File: src/hdl/csr_pkg.sv
// Contract
// Run bit high makes the timer count down; low stops it.
// Writing reload high loads the timer; the bit clears itself after loading.
// Prescale bit: timer ticks at CPU clock /16 when 0, /2 when 1.
// Shared interrupt pin is an input when direction bit is 0, output when 1.
// Clock output disable set releases the clock output pin.
// Remote lockout set refuses every remote access.
// Global enable low blocks all maskable interrupts; high defers to masks.
// Twinax modes: bits 2..0 station address, bits 7..3 hold time, 0.5 us steps.
// Eight-bit modes: all eight bits form the station address.
// Expired flag sets at zero; cleared by writing 1 or clearing run.
// Remote read/write flags set at strobe end if enabled and data memory.
// Read-only bit mirrors the shared interrupt pin, resampled per instruction.
// Sign, zero and overflow flags follow instruction results.
// Carry records carry or borrow, or last bit shifted out.
// CPU clock divider: full rate when 0, half when 1.
// Link clock select: full, half, quarter, or external link clock.
// Two-bit code fetch waits 0..3, three-bit data memory waits 0..7.
// Stack port pushes and pops a sixteen-entry byte stack.
// Error view select maps the error code register onto the FIFO location.
// Overrun sets on frame with three words held; errors clear on read or reset.
// Flag odd word parity and bad closing sequence.
// Flag lost mid-bit edge and preemption without receive-during-transmit.
// Each mask bit set suppresses its interrupt, combined with global enable.
// Link reset control holds the transceiver in reset and clears errors.
// Writing 0 leaves write-one-clear flags; reserved bits ignore writes.
package csr_pkg;
    // Main bank register numbers.
    localparam logic [4:0] MAIN_CONDITION = 5'h00;
    localparam logic [4:0] MAIN_AUX_CONTROL = 5'h03;
    localparam logic [4:0] MAIN_STACK_PORT = 5'h1F;
    // Alternate bank register numbers.
    localparam logic [4:0] ALT_CLOCKING = 5'h00;
    localparam logic [4:0] ALT_LINK_SETUP = 5'h02;
    localparam logic [4:0] ALT_FILL_BITS = 5'h03;
    localparam logic [4:0] ALT_FIFO_PORT = 5'h04;
    // Auxiliary control fields.
    localparam int ACR_RUN = 7;
    localparam int ACR_RELOAD = 6;
    localparam int ACR_PRESCALE = 5;
    localparam int ACR_IRQ_DIR = 4;
    localparam int ACR_CLK_OFF = 2;
    localparam int ACR_LOCKOUT = 1;
    localparam int ACR_GIE = 0;
    localparam logic [7:0] ACR_WMASK = 8'hF7;
    // Condition flag fields.
    localparam int CCR_EXPIRED = 7;
    localparam int CCR_RREAD = 6;
    localparam int CCR_RWRITE = 5;
    localparam int CCR_PIN = 4;
    localparam int CCR_NEG = 3;
    localparam int CCR_OVF = 2;
    localparam int CCR_CARRY = 1;
    localparam int CCR_ZERO = 0;
    // Error code fields.
    localparam int ECR_OVERRUN = 4;
    localparam int ECR_PARITY = 3;
    localparam int ECR_BADEND = 2;
    localparam int ECR_MIDBIT = 1;
    localparam int ECR_PREEMPT = 0;
    // Reset values.
    localparam logic [7:0] ACR_RESET = 8'h00;
    localparam logic [7:0] ATR_RESET = 8'h00;
    localparam logic [7:0] DCR_RESET = 8'h00;
    localparam logic [7:0] FBR_RESET = 8'h00;
    // Prescale divides, hold-time step, stack depth and full receive count.
    localparam int PRESCALE_SLOW = 16;
    localparam int PRESCALE_FAST = 2;
    localparam int HOLD_STEP_NS = 500;
    localparam int CLK_PERIOD_NS = 5;
    localparam int HOLD_STEP_CYC = HOLD_STEP_NS / CLK_PERIOD_NS;
    localparam int STACK_DEPTH = 16;
    localparam int RX_FULL_WORDS = 3;
endpackage

File: src/hdl/csr_special_regs.sv
module csr_special_regs #(
    parameter int STACK_DEPTH = csr_pkg::STACK_DEPTH,
    parameter int TIMER_WIDTH = 16
) (
    input wire logic ref_clk,
    input wire logic rst,
    // CPU register-file access: bank 0 main, 1 alternate.
    input wire logic regWrEn,
    input wire logic regRdEn,
    input wire logic regBank,
    input wire logic [4:0] regAddr,
    input wire logic [7:0] regWrData,
    output logic [7:0] regRdData,
    // FIFO data that the transceiver shows at the FIFO location.
    input wire logic [7:0] fifoRdData,
    input wire logic errorViewSelect,
    input wire logic linkResetControl,
    input wire logic eightBitMode,
    // Timer interface: current value and load value.
    input wire logic [TIMER_WIDTH-1:0] timerLoadValue,
    output logic [TIMER_WIDTH-1:0] timerValue,
    // CPU core result flags.
    input wire logic instrStart,
    input wire logic aluFlagsValid,
    input wire logic aluNegative,
    input wire logic aluZero,
    input wire logic aluOvfValid,
    input wire logic aluOverflow,
    input wire logic aluCarryValid,
    input wire logic aluCarry,
    // Interrupt gating.
    input wire logic [4:0] irqRequests,
    input wire logic [4:0] irqMaskBits,
    output logic [4:0] irqGated,
    // Shared interrupt pin, four signals.
    input wire logic sharedIrqPinIn,
    input wire logic sharedIrqLevel,
    output logic sharedIrqPinOut,
    output logic sharedIrqPinOe,
    // Clock output pin.
    input wire logic cpuClkIn,
    output logic clockOutPin,
    output logic clockOutOe,
    // Remote side strobes (asynchronous pins).
    input wire logic remoteReadStrobe,
    input wire logic remoteWriteStrobe,
    input wire logic remoteAccessEnable,
    input wire logic remoteCfgDataMem,
    output logic remoteAccessGrant,
    // Receive error events (one-cycle pulses) and their level qualifiers.
    input wire logic rxFrameDone,
    input wire logic [1:0] rxWordsHeld,
    input wire logic rxParityOdd,
    input wire logic rxBadEnd,
    input wire logic rxMidbitLost,
    input wire logic txStart,
    input wire logic rxActive,
    input wire logic rxDuringTxEnable,
    output logic linkReset,
    // Decoded settings.
    output logic [7:0] rxStationAddr,
    output logic [4:0] txHoldSteps,
    output logic [15:0] txHoldCycles,
    output logic cpuClockDivider,
    output logic [1:0] linkClockSelect,
    output logic [1:0] codeFetchWaits,
    output logic [2:0] operandMemWaits,
    output logic [7:0] fillBitPattern,
    output logic stackOverflow,
    output logic stackUnderflow
);
    logic [7:0] acr_q;
    logic [7:0] atr_q;
    logic [7:0] dcr_q;
    logic [7:0] fbr_q;
    logic expired_q;
    logic rread_q;
    logic rwrite_q;
    logic pin_q;
    logic neg_q;
    logic ovf_q;
    logic carry_q;
    logic zero_q;
    logic [4:0] err_q;
    logic [TIMER_WIDTH-1:0] timer_q;
    logic [3:0] pre_q;
    logic [7:0] stack_q [STACK_DEPTH];
    logic [$clog2(STACK_DEPTH):0] sp_q;
    logic pinSync1_q;
    logic pinSync2_q;
    logic rdSync1_q;
    logic rdSync2_q;
    logic rdSync3_q;
    logic wrSync1_q;
    logic wrSync2_q;
    logic wrSync3_q;

    function automatic logic hit(input logic bank, input logic [4:0] addr);
        hit = (regBank == bank) && (regAddr == addr);
    endfunction

    logic wrAcr;
    logic wrCcr;
    logic wrAtr;
    logic wrDcr;
    logic wrFbr;
    logic wrStack;
    logic rdStack;
    logic rdErr;
    assign wrAcr = regWrEn && hit(1'b0, csr_pkg::MAIN_AUX_CONTROL);
    assign wrCcr = regWrEn && hit(1'b0, csr_pkg::MAIN_CONDITION);
    assign wrStack = regWrEn && hit(1'b0, csr_pkg::MAIN_STACK_PORT);
    assign rdStack = regRdEn && hit(1'b0, csr_pkg::MAIN_STACK_PORT);
    assign wrDcr = regWrEn && hit(1'b1, csr_pkg::ALT_CLOCKING);
    assign wrAtr = regWrEn && hit(1'b1, csr_pkg::ALT_LINK_SETUP);
    assign wrFbr = regWrEn && hit(1'b1, csr_pkg::ALT_FILL_BITS);
    assign rdErr = regRdEn && errorViewSelect
        && hit(1'b1, csr_pkg::ALT_FIFO_PORT);

    // Reload clears itself once the load has happened, so only the load
    // cycle that follows the write cycle sees it set.
    always_ff @(posedge ref_clk)
    begin
        if (rst)
            acr_q <= csr_pkg::ACR_RESET;
        else if (wrAcr)
            acr_q <= regWrData & csr_pkg::ACR_WMASK;
        else if (acr_q[csr_pkg::ACR_RELOAD])
            acr_q[csr_pkg::ACR_RELOAD] <= 1'b0;
    end

    logic run, tick, timerZero;
    assign run = acr_q[csr_pkg::ACR_RUN];
    assign tick = acr_q[csr_pkg::ACR_PRESCALE]
        ? (pre_q[0] == 1'b1)
        : (pre_q == 4'hF);
    assign timerZero = (timer_q == '0);

    always_ff @(posedge ref_clk)
    begin
        if (rst || !run)
            pre_q <= 4'h0;
        else
            pre_q <= pre_q + 4'h1;
    end

    always_ff @(posedge ref_clk)
    begin
        if (rst)
            timer_q <= '0;
        else if (acr_q[csr_pkg::ACR_RELOAD])
            timer_q <= timerLoadValue;
        else if (run && tick && !timerZero)
            timer_q <= timer_q - 1'b1;
    end
    assign timerValue = timer_q;

    // A reload in the same cycle as the last tick must not flag expiry,
    // because the count restarts instead of reaching zero.
    logic timerHitZero;
    assign timerHitZero = run && tick && (timer_q == 1)
        && !acr_q[csr_pkg::ACR_RELOAD];

    always_ff @(posedge ref_clk)
    begin
        if (rst)
            expired_q <= 1'b0;
        else if (timerHitZero)
            expired_q <= 1'b1;
        else if (wrAcr && !regWrData[csr_pkg::ACR_RUN])
            expired_q <= 1'b0;
        else if (wrCcr && regWrData[csr_pkg::CCR_EXPIRED])
            expired_q <= 1'b0;
    end

    // Remote strobes are pins: two stages, then a third for edge detection.
    always_ff @(posedge ref_clk)
    begin
        rdSync1_q <= remoteReadStrobe;
        rdSync2_q <= rdSync1_q;
        rdSync3_q <= rdSync2_q;
        wrSync1_q <= remoteWriteStrobe;
        wrSync2_q <= wrSync1_q;
        wrSync3_q <= wrSync2_q;
        pinSync1_q <= sharedIrqPinIn;
        pinSync2_q <= pinSync1_q;
    end

    logic remoteOk;
    logic rdTrail;
    logic wrTrail;
    assign remoteAccessGrant = !acr_q[csr_pkg::ACR_LOCKOUT];
    assign remoteOk = remoteAccessGrant && remoteAccessEnable
        && remoteCfgDataMem;
    assign rdTrail = rdSync3_q && !rdSync2_q;
    assign wrTrail = wrSync3_q && !wrSync2_q;

    always_ff @(posedge ref_clk)
    begin
        if (rst)
            rread_q <= 1'b0;
        else if (remoteOk && rdTrail)
            rread_q <= 1'b1;
        else if (wrCcr && regWrData[csr_pkg::CCR_RREAD])
            rread_q <= 1'b0;
    end

    always_ff @(posedge ref_clk)
    begin
        if (rst)
            rwrite_q <= 1'b0;
        else if (remoteOk && wrTrail)
            rwrite_q <= 1'b1;
        else if (wrCcr && regWrData[csr_pkg::CCR_RWRITE])
            rwrite_q <= 1'b0;
    end

    always_ff @(posedge ref_clk)
    begin
        if (rst)
            pin_q <= 1'b0;
        else if (instrStart)
            pin_q <= pinSync2_q;
    end

    // Software writes win only when the core is not updating flags.
    always_ff @(posedge ref_clk)
    begin
        if (rst)
        begin
            neg_q <= 1'b0;
            zero_q <= 1'b0;
        end
        else if (aluFlagsValid)
        begin
            neg_q <= aluNegative;
            zero_q <= aluZero;
        end
        else if (wrCcr)
        begin
            neg_q <= regWrData[csr_pkg::CCR_NEG];
            zero_q <= regWrData[csr_pkg::CCR_ZERO];
        end
    end

    always_ff @(posedge ref_clk)
    begin
        if (rst)
            ovf_q <= 1'b0;
        else if (aluOvfValid)
            ovf_q <= aluOverflow;
        else if (wrCcr)
            ovf_q <= regWrData[csr_pkg::CCR_OVF];
    end

    always_ff @(posedge ref_clk)
    begin
        if (rst)
            carry_q <= 1'b0;
        else if (aluCarryValid)
            carry_q <= aluCarry;
        else if (wrCcr)
            carry_q <= regWrData[csr_pkg::CCR_CARRY];
    end

    always_ff @(posedge ref_clk)
    begin
        if (rst)
        begin
            atr_q <= csr_pkg::ATR_RESET;
            dcr_q <= csr_pkg::DCR_RESET;
            fbr_q <= csr_pkg::FBR_RESET;
        end
        else
        begin
            if (wrAtr)
                atr_q <= regWrData;
            if (wrDcr)
                dcr_q <= regWrData;
            if (wrFbr)
                fbr_q <= regWrData;
        end
    end

    assign rxStationAddr = eightBitMode ? atr_q
        : {5'h00, atr_q[2:0]};
    assign txHoldSteps = eightBitMode ? 5'h00 : atr_q[7:3];
    assign txHoldCycles = 16'(txHoldSteps * csr_pkg::HOLD_STEP_CYC);
    assign cpuClockDivider = dcr_q[7];
    assign linkClockSelect = dcr_q[6:5];
    assign codeFetchWaits = dcr_q[4:3];
    assign operandMemWaits = dcr_q[2:0];
    assign fillBitPattern = fbr_q;

    // Receive errors: set wins over the read clear, link reset clears all.
    logic [4:0] errSet;
    assign errSet = {
        rxFrameDone && (rxWordsHeld == 2'(csr_pkg::RX_FULL_WORDS)),
        rxParityOdd,
        rxBadEnd,
        rxMidbitLost,
        txStart && rxActive && !rxDuringTxEnable};
    assign linkReset = linkResetControl || rst;

    always_ff @(posedge ref_clk)
    begin
        if (linkReset)
            err_q <= 5'h00;
        else
            err_q <= errSet | (rdErr ? 5'h00 : err_q);
    end

    // Data stack; overflow and underflow are reported, not stored.
    logic stackFull, stackEmpty;
    assign stackFull = (sp_q == ($clog2(STACK_DEPTH)+1)'(STACK_DEPTH));
    assign stackEmpty = (sp_q == '0);
    assign stackOverflow = wrStack && stackFull;
    assign stackUnderflow = rdStack && stackEmpty;

    always_ff @(posedge ref_clk)
    begin
        if (rst)
            sp_q <= '0;
        else if (wrStack && !stackFull)
            sp_q <= sp_q + 1'b1;
        else if (rdStack && !stackEmpty)
            sp_q <= sp_q - 1'b1;
    end

    always_ff @(posedge ref_clk)
    begin
        if (wrStack && !stackFull)
            stack_q[sp_q[$clog2(STACK_DEPTH)-1:0]] <= regWrData;
    end

    logic [7:0] stackTop;
    assign stackTop = stackEmpty ? 8'h00
        : stack_q[$clog2(STACK_DEPTH)'(sp_q - 1'b1)];

    // Interrupt gating.
    assign irqGated = acr_q[csr_pkg::ACR_GIE]
        ? (irqRequests & ~irqMaskBits) : 5'h00;

    // Shared pin and clock output.
    assign sharedIrqPinOe = acr_q[csr_pkg::ACR_IRQ_DIR];
    assign sharedIrqPinOut = sharedIrqLevel;
    assign clockOutOe = !acr_q[csr_pkg::ACR_CLK_OFF];
    assign clockOutPin = cpuClkIn;

    always_comb
    begin
        regRdData = 8'h00;
        if (regBank == 1'b0)
        begin
            case (regAddr)
                csr_pkg::MAIN_CONDITION: regRdData = {expired_q, rread_q,
                    rwrite_q, pin_q, neg_q, ovf_q, carry_q, zero_q};
                csr_pkg::MAIN_AUX_CONTROL: regRdData = acr_q;
                csr_pkg::MAIN_STACK_PORT: regRdData = stackTop;
                default: regRdData = 8'h00;
            endcase
        end
        else
        begin
            case (regAddr)
                csr_pkg::ALT_CLOCKING: regRdData = dcr_q;
                csr_pkg::ALT_LINK_SETUP: regRdData = atr_q;
                csr_pkg::ALT_FILL_BITS: regRdData = fbr_q;
                csr_pkg::ALT_FIFO_PORT: regRdData = errorViewSelect
                    ? {3'h0, err_q} : fifoRdData;
                default: regRdData = 8'h00;
            endcase
        end
    end
endmodule

File: config.mk
export PLATFORM = sky130hd
export DESIGN_NAME = csr_special_regs
export DESIGN_NICKNAME = d
export VERILOG_FILES = /design/src/hdl/csr_pkg.sv /design/src/hdl/csr_special_regs.sv
export SDC_FILE = /design/constraint.sdc
export NUM_CORES = 1
export LEC_CHECK = 0
export ABC_AREA = 1
export BUFFER_PORTS_ARGS = -buffer_cell sky130_fd_sc_hd__buf_2
export CAP_MARGIN = 15
export CORE_ASPECT_RATIO = 0.5
export CORE_MARGIN = 8
export CORE_UTILIZATION = 59
export CTS_BUF_LIST = sky130_fd_sc_hd__clkbuf_2
export DETAILED_ROUTE_END_ITERATION = 10
export PLACE_DENSITY_LB_ADDON = 0.1
export SETUP_SLACK_MARGIN = 0.02
export SLEW_MARGIN = 10
export SYNTH_ARGS = -nofsm -noshare
export SYNTH_HDL_FRONTEND = slang
export SYNTH_SLANG_ARGS = --single-unit
export TNS_END_PERCENT = 5
File: constraint.sdc
create_clock -name ref_clk -period 3.8 [get_ports ref_clk]
set_clock_uncertainty 0.1 [all_clocks]
set_input_delay 0.76 -clock ref_clk [delete_from_list [all_inputs] [get_ports ref_clk]]
set_output_delay 0.76 -clock ref_clk [all_outputs]
set_load 0.005 [all_outputs]
==> results.md, run 1 <==
- Final Routed Wirelength: 27600 um
- Total setup violations reported at the end of the flow: 0
- Core area: 0.0164 mm2
- Grt ovf: 0
- Detailed-routing wirelength on met1: 11600 um
- Floorplan row count: 33
- Capture point of the worst path: txHoldCycles[11]
- Post-route fraction of the period consumed by the critical path: 97.7%
- Initial cell density of the core: 60.5%
- Worst Path Arrival: 2.85 ns
- Largest cells by area after synthesis: edfxtp_1 39%, dfxtp_1 16%, nand2_1 11%, nand3_1 7.7%, nor2_1 4.6%
- Dominant synthesized flop cell: edfxtp_1
- Pin count of the biggest net entering global routing: 71
- Clock tree from TritonCTS: built
- Max-slew headroom: 42.6%
- Detailed Place HPWL: 18600 um
- Diodes inserted: 0
- First-pass GRT wire length: 42500 um
- Vias in the first global route: 8089
- Remaining number of nets flagged by the antenna check after routing: 0
- Worst setup path class: reg2out
- Worst min-delay path class: in2reg
- EDFF count, synth: 128
- TritonRoute pass-1 iters: 5
- Total number of nets in the final design: 1389
- Cells on worst reg2reg path: 5
- Cell Area, Synth: 0.00991 mm2
- Number of max-slew violations in the final report: 0
- Share of the yosys chip area belonging to registers: 54.3%
- Vias per Instance: 5.47
- Clock Pin Slew Worst Setup and Hold Paths: 0.11 ns
- Unrepaired setup endpoints after global routing: yes
- Root Driver: clkbuf_2
- Top Metal Used: met5
- Avg Synthesized Cell Area: 8.83 um2
- #FFs+latches synth: 205
- Max-cap violations: 0
- DRC violation count after routing: 0
- Power consumption: 4140 uW
- Sort of element at the end of the critical path: primary output
- Htree depth: 2
- Startpoint Class: flip-flop
- Fraction of layout instances using a drive strength above 1: 24.6%
- CTS Buffer Depth: 3
- Die ar.: 0.0215 mm2
- Total GRT Usage: 25.0%
- Clk Latency, worst-skew pair: 0.77 ns
- Outcome: finished clean
- Worst reg2reg endpoint: stack_q[10][7]
- Num CTS Buffers: 46
- Util after Layout: 69.4%
- Total vias in the final route: 8443
- I/O pin count: 161
- Share of synthesized registers carrying an async set or reset: 0%
- Synthesized instance count: 1122
- Synth-to-Final Area Change: 14.8%
- Time the final worst path needs with I/O delays and setup: 3.71 ns
- CTS sink count: 205
- Sum of met2 wire segment lengths after detailed routing: 12600 um
- Antenna violations before repair: 1
- R2R Path Start: sp_q[0]
- Y dimension of the die: 108 um
- Post-synthesis cell type count: 40
- Worst setup path startpoint: atr_q[6]
- CP required: 2.94 ns
- Width of the die: 199 um
- Lkg Pwr: 0.00508 uW
- Amount of wire on met3 after detailed routing: 2830 um
- Port Buffer Count: 150
- PD cells: 364 mW/mm2
- Hold violation count in the final report: 0
- Slew of the pin with the lowest slew margin: 0.859 ns
- Worst voltage drop across the vdd grid: 205 uV
- Hold slack final: 0.0622 ns
- Biggest area consumer among synthesized cells: edfxtp_1
- Detail-routed net length per standard cell: 17.9 um
- Synthesis warning total: 0
- Worst reg2reg setup slack: 1.38 ns
- Maximum fanout encountered on the critical timing path: 4
- Final estimated routing congestion in global placement: 0.896
- Initial DRC Count: 603
- Highest Clock Rate: 269 MHz
- Area fraction of the dominant cell type after synthesis: 38.8%
## routing by layer
metal,global-route usage (%),vias to the layer above
met1,33.2,3906
met4,6.42,2
met5,0,-
met2,39.6,410
met3,7.68,56
li1,-,4069
## power breakdown
part / switching (uW) / total, uW / internal [uW]
Sequential: 8.05 / 2380 / 2370
Clock: 895 / 1560 / 668
Combinational: 134 / 200 / 65.5
## flip-flops by register name, summed over array words and instances (netlist names), 4 cells and up
signal / flops
timerValue: 16
pre_q: 4
sp_q: 5
atr_q: 8
err_q: 5
dcr_q: 8
stack_q: 128
acr_q: 7
fillBitPattern: 8
## critical path, stage by stage (launching register included)
cell and delay, ns:
dfxtp_2 0.37, inv_4 0.05, nor2_4 0.08, inv_2 0.05
ha_4 0.25, inv_2 0.04, ha_4 0.25, ha_4 0.19
ha_4 0.28, inv_4 0.04, o21ai_2 0.12, a21oi_2 0.07
xnor2_1 0.18, buf_2 0.16
## logic make-up after synthesis
logic type      count (synthesis)  synth area share (%)
compound gates                132                  6.87
xor+xnor                       15                  1.33
fa+ha+maj                      24                  3.11
buf+inv                       139                  7.12
flops                         205                  54.3
mux                             2                 0.202
other cells                     1                0.0378
simple gates                  604                  27.0
## layout make-up
type	instances	area, um2
flip-flops and latches	205	5400
multi-input cells	783	3990
repair buffers	168	921
clock inverters	11	121
clock buffers	67	335
fillers	1356	5010
inverters	82	337
well taps	227	284
## metrics by stage
stage | setup TNS, ns | instance area, um2 | setup slack (ns) | instances
floorplan | 0 | 9930 | 0.146 | 1127
global placement | 0 | 10700 | 0.0941 | 1457
detailed placement | 0 | 10700 | 0.0315 | 1457
CTS | 0 | 11200 | 0.0142 | 1536
global route | -0.102 | 11400 | -0.0702 | 1543
finish | 0 | 11400 | 0.0872 | 1543
## synth_stat cells (2+ instances only)
cell type / count
a21oi_1: 43
a21oi_2: 2
a31oi_1: 2
buf_2: 14
buf_4: 18
buf_6: 12
clkbuf_1: 13
dfxtp_1: 77
edfxtp_1: 128
ha_1: 23
inv_1: 64
inv_2: 14
mux2i_1: 2
nand2_1: 280
nand2_2: 12
nand2_4: 4
nand3_1: 153
nand3_2: 2
nand3b_1: 3
nand4_1: 3
nor2_1: 121
nor2_2: 7
nor2_4: 3
nor2_8: 4
nor3_1: 9
o211ai_1: 2
o21ai_0: 40
o21ai_1: 41
or2_2: 2
xnor2_1: 4
xor2_1: 11
## layout by cell type, fill, tap and decap left out, drive strengths merged
cell	n
bufinv	3
nor2	135
fa	1
a21boi	2
nand3b	3
or2	2
conb	6
clkbuf	68
a31oi	2
nand3	155
inv	80
nand4	3
nor3	10
xnor2	4
o21ai	81
clkinv	10
mux2i	2
edfxtp	128
nand2	296
a21oi	45
xor2	11
buf	165
ha	23
o211ai	2
dfxtp	77
dlygate4sd3	2
## how the worst min path moves through the flow
stage	to	slack (ns)	from	depth (start not counted)
6_report	pinSync1_q	0.06	sharedIrqPinIn	1
2_1_floorplan	pinSync2_q	0.21	pinSync1_q	0
5_1_grt	pinSync1_q	0.004	sharedIrqPinIn	1
3_5_place_dp	rdSync2_q	0.21	rdSync1_q	0
3_3_place_gp	wrSync2_q	0.21	wrSync1_q	0
4_1_cts	wrSync1_q	0.01	remoteWriteStrobe	1
## what timing repair did
item                                    CTS  global route
endpoints found under the setup margin   11            12
resized for setup                        21            38
hold endpoints to repair                  0             2
hold buffers                              0             2
setup buffers                             1             5
pin swaps                                 3            15
(Power assumes the default switching activity.)
==> inputs of run 2 (changes only) <==
--- a/config.mk
+++ b/config.mk
@@ -10,7 +10,7 @@
 export CAP_MARGIN = 15
 export CORE_ASPECT_RATIO = 0.5
 export CORE_MARGIN = 8
-export CORE_UTILIZATION = 59
+export CORE_UTILIZATION = 53
 export CTS_BUF_LIST = sky130_fd_sc_hd__clkbuf_2
 export DETAILED_ROUTE_END_ITERATION = 10
 export PLACE_DENSITY_LB_ADDON = 0.1
==> constraint.sdc (replaced) <==
create_clock -name ref_clk -period 3.35 [get_ports ref_clk]
set_clock_uncertainty 0.1 [all_clocks]
set_input_delay 0.67 -clock ref_clk [delete_from_list [all_inputs] [get_ports ref_clk]]
set_output_delay 0.67 -clock ref_clk [all_outputs]
set_load 0.005 [all_outputs]
==> run 2 against run 1 <==
Compared with the run above:
- the run now ends with negative setup slack left
- sequential power grew 13%
- final area grew 2.8%
- non-clock buffer count rose by 33
- total power increased by 8.3%
- critical path type unchanged
==> results.md, run 2 (synthesis gave the netlist of run 1 again) <==
- Outcome: finished with violations
- Violated checks: negative setup slack
- Initial DRC Count: 687
- Fill cell instance count of the final layout: 1556
- Y dimension of the die: 113 um
- I/O pin count: 161
- Worst min-delay path class: in2reg
- Htree depth: 2
- Slew of the pin with the lowest slew margin: 0.904 ns
- Highest Clock Rate: 276 MHz
- Clock tree from TritonCTS: built
- Clock Pin Slew Worst Setup and Hold Paths: 0.12 ns
- Worst voltage drop across the vdd grid: 218 uV
- Number of flip-flops under the largest register name: 128
- Root Driver: clkbuf_2
- Area of all placed cells without fillers: 0.0117 mm2
- Worst setup timing slack at the placement stage: -0.241 ns
- Die ar.: 0.0236 mm2
- Worst Path Arrival: 2.85 ns
- Area of placed instances: 0.0109 mm2
- Maximum fanout encountered on the critical timing path: 2
- Final estimated routing congestion in global placement: 0.918
- Detail-routed net length per standard cell: 17.5 um
- Util after Layout: 63.8%
- Most frequent standard cell in the layout excluding fill and tap cells: nand2_1
- Fraction of layout instances using a drive strength above 1: 27.3%
- Clk Latency, worst-skew pair: 0.79 ns
- TritonRoute pass-1 iters: 5
- First-pass GRT wire length: 43000 um
- Worst setup path class: reg2out
- Antenna violations before repair: 1
- Unrepaired setup endpoints after global routing: yes
- Most frequent cells in the layout: 280 x nand2_1, 150 x buf_2, 145 x nand3_1
- PD cells: 383 mW/mm2
- Time the final worst path needs with I/O delays and setup: 3.62 ns
- DRC violation count after routing: 0
- Worst setup margin: -0.270 ns
- Lkg Pwr: 0.00526 uW
- Area used by sequential logic in the layout: 0.00540 mm2
- CP required: 2.58 ns
- Grt ovf: 0
- Sort of element at the end of the critical path: primary output
- Port Buffer Count: 150
- Max-slew headroom: 39.7%
- Total number of nets in the final design: 1422
- Pin count of the biggest net entering global routing: 71
- Setup Total Neg Slack: -1.69 ns
- Post-route fraction of the period consumed by the critical path: 108%
- Vias per Instance: 5.26
- Total GRT Usage: 22.8%
- CTS Buffer Depth: 3
- Startpoint Class: flip-flop
- Synth-to-Final Area Change: 18.0%
- Hold slack final: 0.0446 ns
- Final Routed Wirelength: 27900 um
- Total vias in the final route: 8392
- Diodes inserted: 0
- Num CTS Buffers: 46
- Number of max-slew violations in the final report: 0
- Floorplan row count: 35
- Total setup violations reported at the end of the flow: 11
- CTS sink count: 205
- Area of combinational cells with multiple inputs: 0.00407 mm2
- Max-cap violations: 0
- Core area: 0.0183 mm2
- Width of the die: 209 um
- Remaining number of nets flagged by the antenna check after routing: 0
- Hold violation count in the final report: 0
- Detailed Place HPWL: 19200 um
- Initial cell density of the core: 54.0%
- Vias in the first global route: 8118
run 2: power by group:
part	total (uW)	internal, uW	switching, uW
Clock	1550	564	986
Combinational	235	80.0	155
Sequential	2700	2690	9.34
Total	4480	3330	1150
run 2: routing by layer:
| layer | up-vias | wire length, um | share of wire, % | GRT usage [%] |
|---|---|---|---|---|
| li1 | 4145 | - | - | - |
| met1 | 3892 | 11600 | 41 | 29.6 |
| met2 | 310 | 13100 | 47 | 36.5 |
| met3 | 43 | 2870 | 10 | 7.64 |
| met4 | 2 | 382 | 1.4 | 5.56 |
| met5 | - | 13 | 0.047 | 0 |
run 2: cell type report:
| type | count | share of cell area, % |
|---|---|---|
| clock inverter | 12 | 0.471 |
| timing repair buffer | 201 | 10.1 |
| tap | 240 | 2.57 |
| sequential | 205 | 46.1 |
| inverter | 82 | 2.83 |
| multi-input combinational | 783 | 34.8 |
| clock buffer | 71 | 3.04 |
run 2: timing repair:
action / in CTS / in global routing
setup endpoints to repair: 13 / 13
hold buffers: 5 / 0
resized for setup: 24 / 42
setup buffers: 4 / 1
hold endpoints to repair: 5 / 0
pin swaps: 9 / 17
run 2: worst paths after layout:
check	end	slack, ns	depth (start not counted)	start
max	txHoldCycles[9]	-0.27	13	atr_q[6]
min	carry_q	0.04	3	aluCarry
max reg2reg	stack_q[12][6]	1.04	6	sp_q[2]
min reg2reg	pinSync2_q	0.24	0	pinSync1_q
run 2: critical path: stages (launching register included):
cell     delay (ns)
dfxtp_2        0.37
inv_2          0.06
nor2_4         0.09
inv_2          0.05
ha_4           0.25
inv_2          0.04
ha_4           0.26
ha_4           0.19
ha_4           0.26
inv_2          0.04
buf_4          0.12
buf_6          0.10
xor2_1         0.14
buf_2          0.13
run 2: through the flow:
step,std cells,total power (uW)
after global routing,1594,4660
after CTS,1593,4510
after floorplan,1127,2860
after detailed placement,1501,2980
final,1594,4480
after global placement,1501,2970
==> inputs of run 3 (changes only) <==
--- a/config.mk
+++ b/config.mk
@@ -8,9 +8,10 @@
 export ABC_AREA = 1
 export BUFFER_PORTS_ARGS = -buffer_cell sky130_fd_sc_hd__buf_2
 export CAP_MARGIN = 15
-export CORE_ASPECT_RATIO = 0.5
+export CELL_PAD_IN_SITES_DETAIL_PLACEMENT = 1
+export CELL_PAD_IN_SITES_GLOBAL_PLACEMENT = 1
 export CORE_MARGIN = 8
-export CORE_UTILIZATION = 53
+export CORE_UTILIZATION = 40
 export CTS_BUF_LIST = sky130_fd_sc_hd__clkbuf_2
 export DETAILED_ROUTE_END_ITERATION = 10
 export PLACE_DENSITY_LB_ADDON = 0.1
==> run 3 against run 2 <==
Compared with the run above:
- the run still ends with negative setup slack left
- clock power is 5% higher
- combinational power is 8% higher
- die area is 27% higher
- sequential share of layout area is 1.2 points lower
- clock-buffer cell count is 3 higher
- global-route usage is 2.5 points lower
- wire length is 11% higher
- final area is 2.7% higher
- utilization is 14 points lower
- sequential cell count stayed put
- largest power group unchanged
==> results.md, run 3 (synthesis gave the netlist of run 1 again) <==
- Outcome: finished with violations
- Violated checks: negative setup slack
- Die ar.: 0.0301 mm2
- Max-slew headroom: 52.0%
- Vias in the first global route: 9039
- Final Routed Wirelength: 31000 um
- Initial DRC Count: 473
- Clock Pin Slew Worst Setup and Hold Paths: 0.10 ns
- Htree depth: 2
- Clk Latency, worst-skew pair: 0.81 ns
- Remaining number of nets flagged by the antenna check after routing: 0
- Most frequent standard cell in the layout excluding fill and tap cells: nand2_1
- Worst setup path class: reg2out
- Post-route fraction of the period consumed by the critical path: 110%
- Hold violation count in the final report: 0
- Worst path most repeated cell: inv_2
- Antenna violations before repair: 2
- Detail-routed net length per standard cell: 18.1 um
- CTS sink count: 205
- Initial cell density of the core: 40.8%
- Area of all placed cells without fillers: 0.0120 mm2
- Total number of nets in the final design: 1451
- Root Driver: clkbuf_2
- Clock tree from TritonCTS: built
- Number of buffer and inverter stages on the critical path: 4
- Maximum single-stage delay on the critical path: 0.35 ns
- Grt ovf: 0
- Width of the die: 173 um
- Pin count of the biggest net entering global routing: 71
- Time the final worst path needs with I/O delays and setup: 3.67 ns
- Detailed Place HPWL: 21200 um
- Unrepaired setup endpoints after global routing: yes
- Worst min-delay path class: in2reg
- PD cells: 382 mW/mm2
- Highest Clock Rate: 272 MHz
- Y dimension of the die: 173 um
- Num CTS Buffers: 53
- Area of placed instances: 0.0110 mm2
- CP required: 2.58 ns
- Synth-to-Final Area Change: 21.2%
- Cell Chain, Critical Path: inv_2 > buf_4 > nor3_4 > nor2_1 > ha_1 > ha_2 > ha_4 > inv_2 > o21ai_2 > a21oi_2 > xnor2_1 > buf_2
- Fraction of layout instances using a drive strength above 1: 27.0%
- CTS Buffer Depth: 3
- Core area: 0.0243 mm2
- TritonRoute pass-1 iters: 7
- Vias per Instance: 5.00
- Number of max-slew violations in the final report: 0
- Maximum fanout encountered on the critical timing path: 3
- Slowest cell on crit path: dfxtp_2
- I/O pin count: 161
- Number of flip-flops under the largest register name: 128
- Cell class contributing the biggest share of worst-path delay: adder cells
- Max-cap violations: 0
- Startpoint Class: flip-flop
- Total setup violations reported at the end of the flow: 13
- Final estimated routing congestion in global placement: 0.786
- Sort of element at the end of the critical path: primary output
- Total vias in the final route: 8568
- Worst setup margin: -0.322 ns
- Lkg Pwr: 0.00537 uW
- Port Buffer Count: 150
- Floorplan row count: 57
- Worst Path Arrival: 2.90 ns
- Total GRT Usage: 20.2%
- Most frequent cells in the layout: 279 x nand2_1, 150 x buf_2, 149 x nand3_1
- First-pass GRT wire length: 48900 um
- Slew of the pin with the lowest slew margin: 0.718 ns
- Hold slack final: 0.0863 ns
- DRC violation count after routing: 0
- Worst voltage drop across the vdd grid: 225 uV
## run 3: cell count changes in the layout (fill, tap and decap cells not counted), moves of 2 or more
cell / previous run / this run
nand3_2: 10 / 6
dlygate4sd3_1: 5 / 21
buf_6: 2 / 6
clkinv_2: 2 / 5
ha_1: 13 / 15
ha_4: 8 / 6
nand3_1: 145 / 149
clkinv_1: 9 / 14
diode_2: 0 / 2
buf_4: 41 / 43
clkbuf_2: 71 / 74
## run 3: what timing repair did
action,in CTS,in global routing
setup buffers,4,8
resized for setup,26,35
hold buffers,21,0
setup endpoints to repair,13,13
pin swaps,9,16
endpoints found under the hold margin,17,0
## run 3: tightest hold or removal path, delay by kind of cell
family / cells / cell delay [ns]
AO/OA/AOI/OAI: 2 / 0.13
buffers and inverters: 1 / 0.10
AND/OR/NAND/NOR: 1 / 0.05
## run 3: final cells by class
| class | count | area [um2] |
|---|---|---|
| repair buffers | 223 | 1400 |
| well taps | 324 | 405 |
| diodes | 2 | 5.00 |
| inverters | 82 | 334 |
| fillers | 3013 | 12300 |
| clock inverters | 19 | 83.8 |
| multi-input cells | 783 | 4020 |
| flip-flops and latches | 205 | 5390 |
| clock buffers | 74 | 370 |
## run 3: final timing paths
kind,start,end,depth (start not counted),slack [ns]
max,atr_q[6],txHoldCycles[11],12,-0.32
min,aluCarryValid,carry_q,4,0.09
max reg2reg,sp_q[0],stack_q[15][7],5,1.04
min reg2reg,rdSync1_q,rdSync2_q,0,0.24
## run 3: per-stage QoR
stage	TNS (ns)	setup slack, ns	std cells	util [%]	total power (uW)
3_3_place_gp	-0.274	-0.181	1585	45.4	2980
6_report	-2.14	-0.322	1712	49.4	4580
3_5_place_dp	-0.395	-0.235	1585	45.4	2980
4_1_cts	-3.31	-0.566	1703	48.5	4640
2_1_floorplan	0	0.0422	1127	-	2860
5_1_grt	-4.42	-0.493	1712	49.4	4790
## run 3: power breakdown
group	leakage, uW	switching, uW	internal [uW]
sequential	0.00178	9.22	2690
clock	0.000344	1030	600
combinational	0.00325	161	92.2
total	0.00537	1200	3380
## run 3: layer usage
metal | routed length, um | up-vias | track usage (%)
met5 | 0 | - | 0
met4 | 773 | 0 | 6.29
met3 | 1460 | 57 | 4.31
met2 | 15100 | 197 | 35.0
met1 | 13700 | 4109 | 24.8
li1 | - | 4205 | -
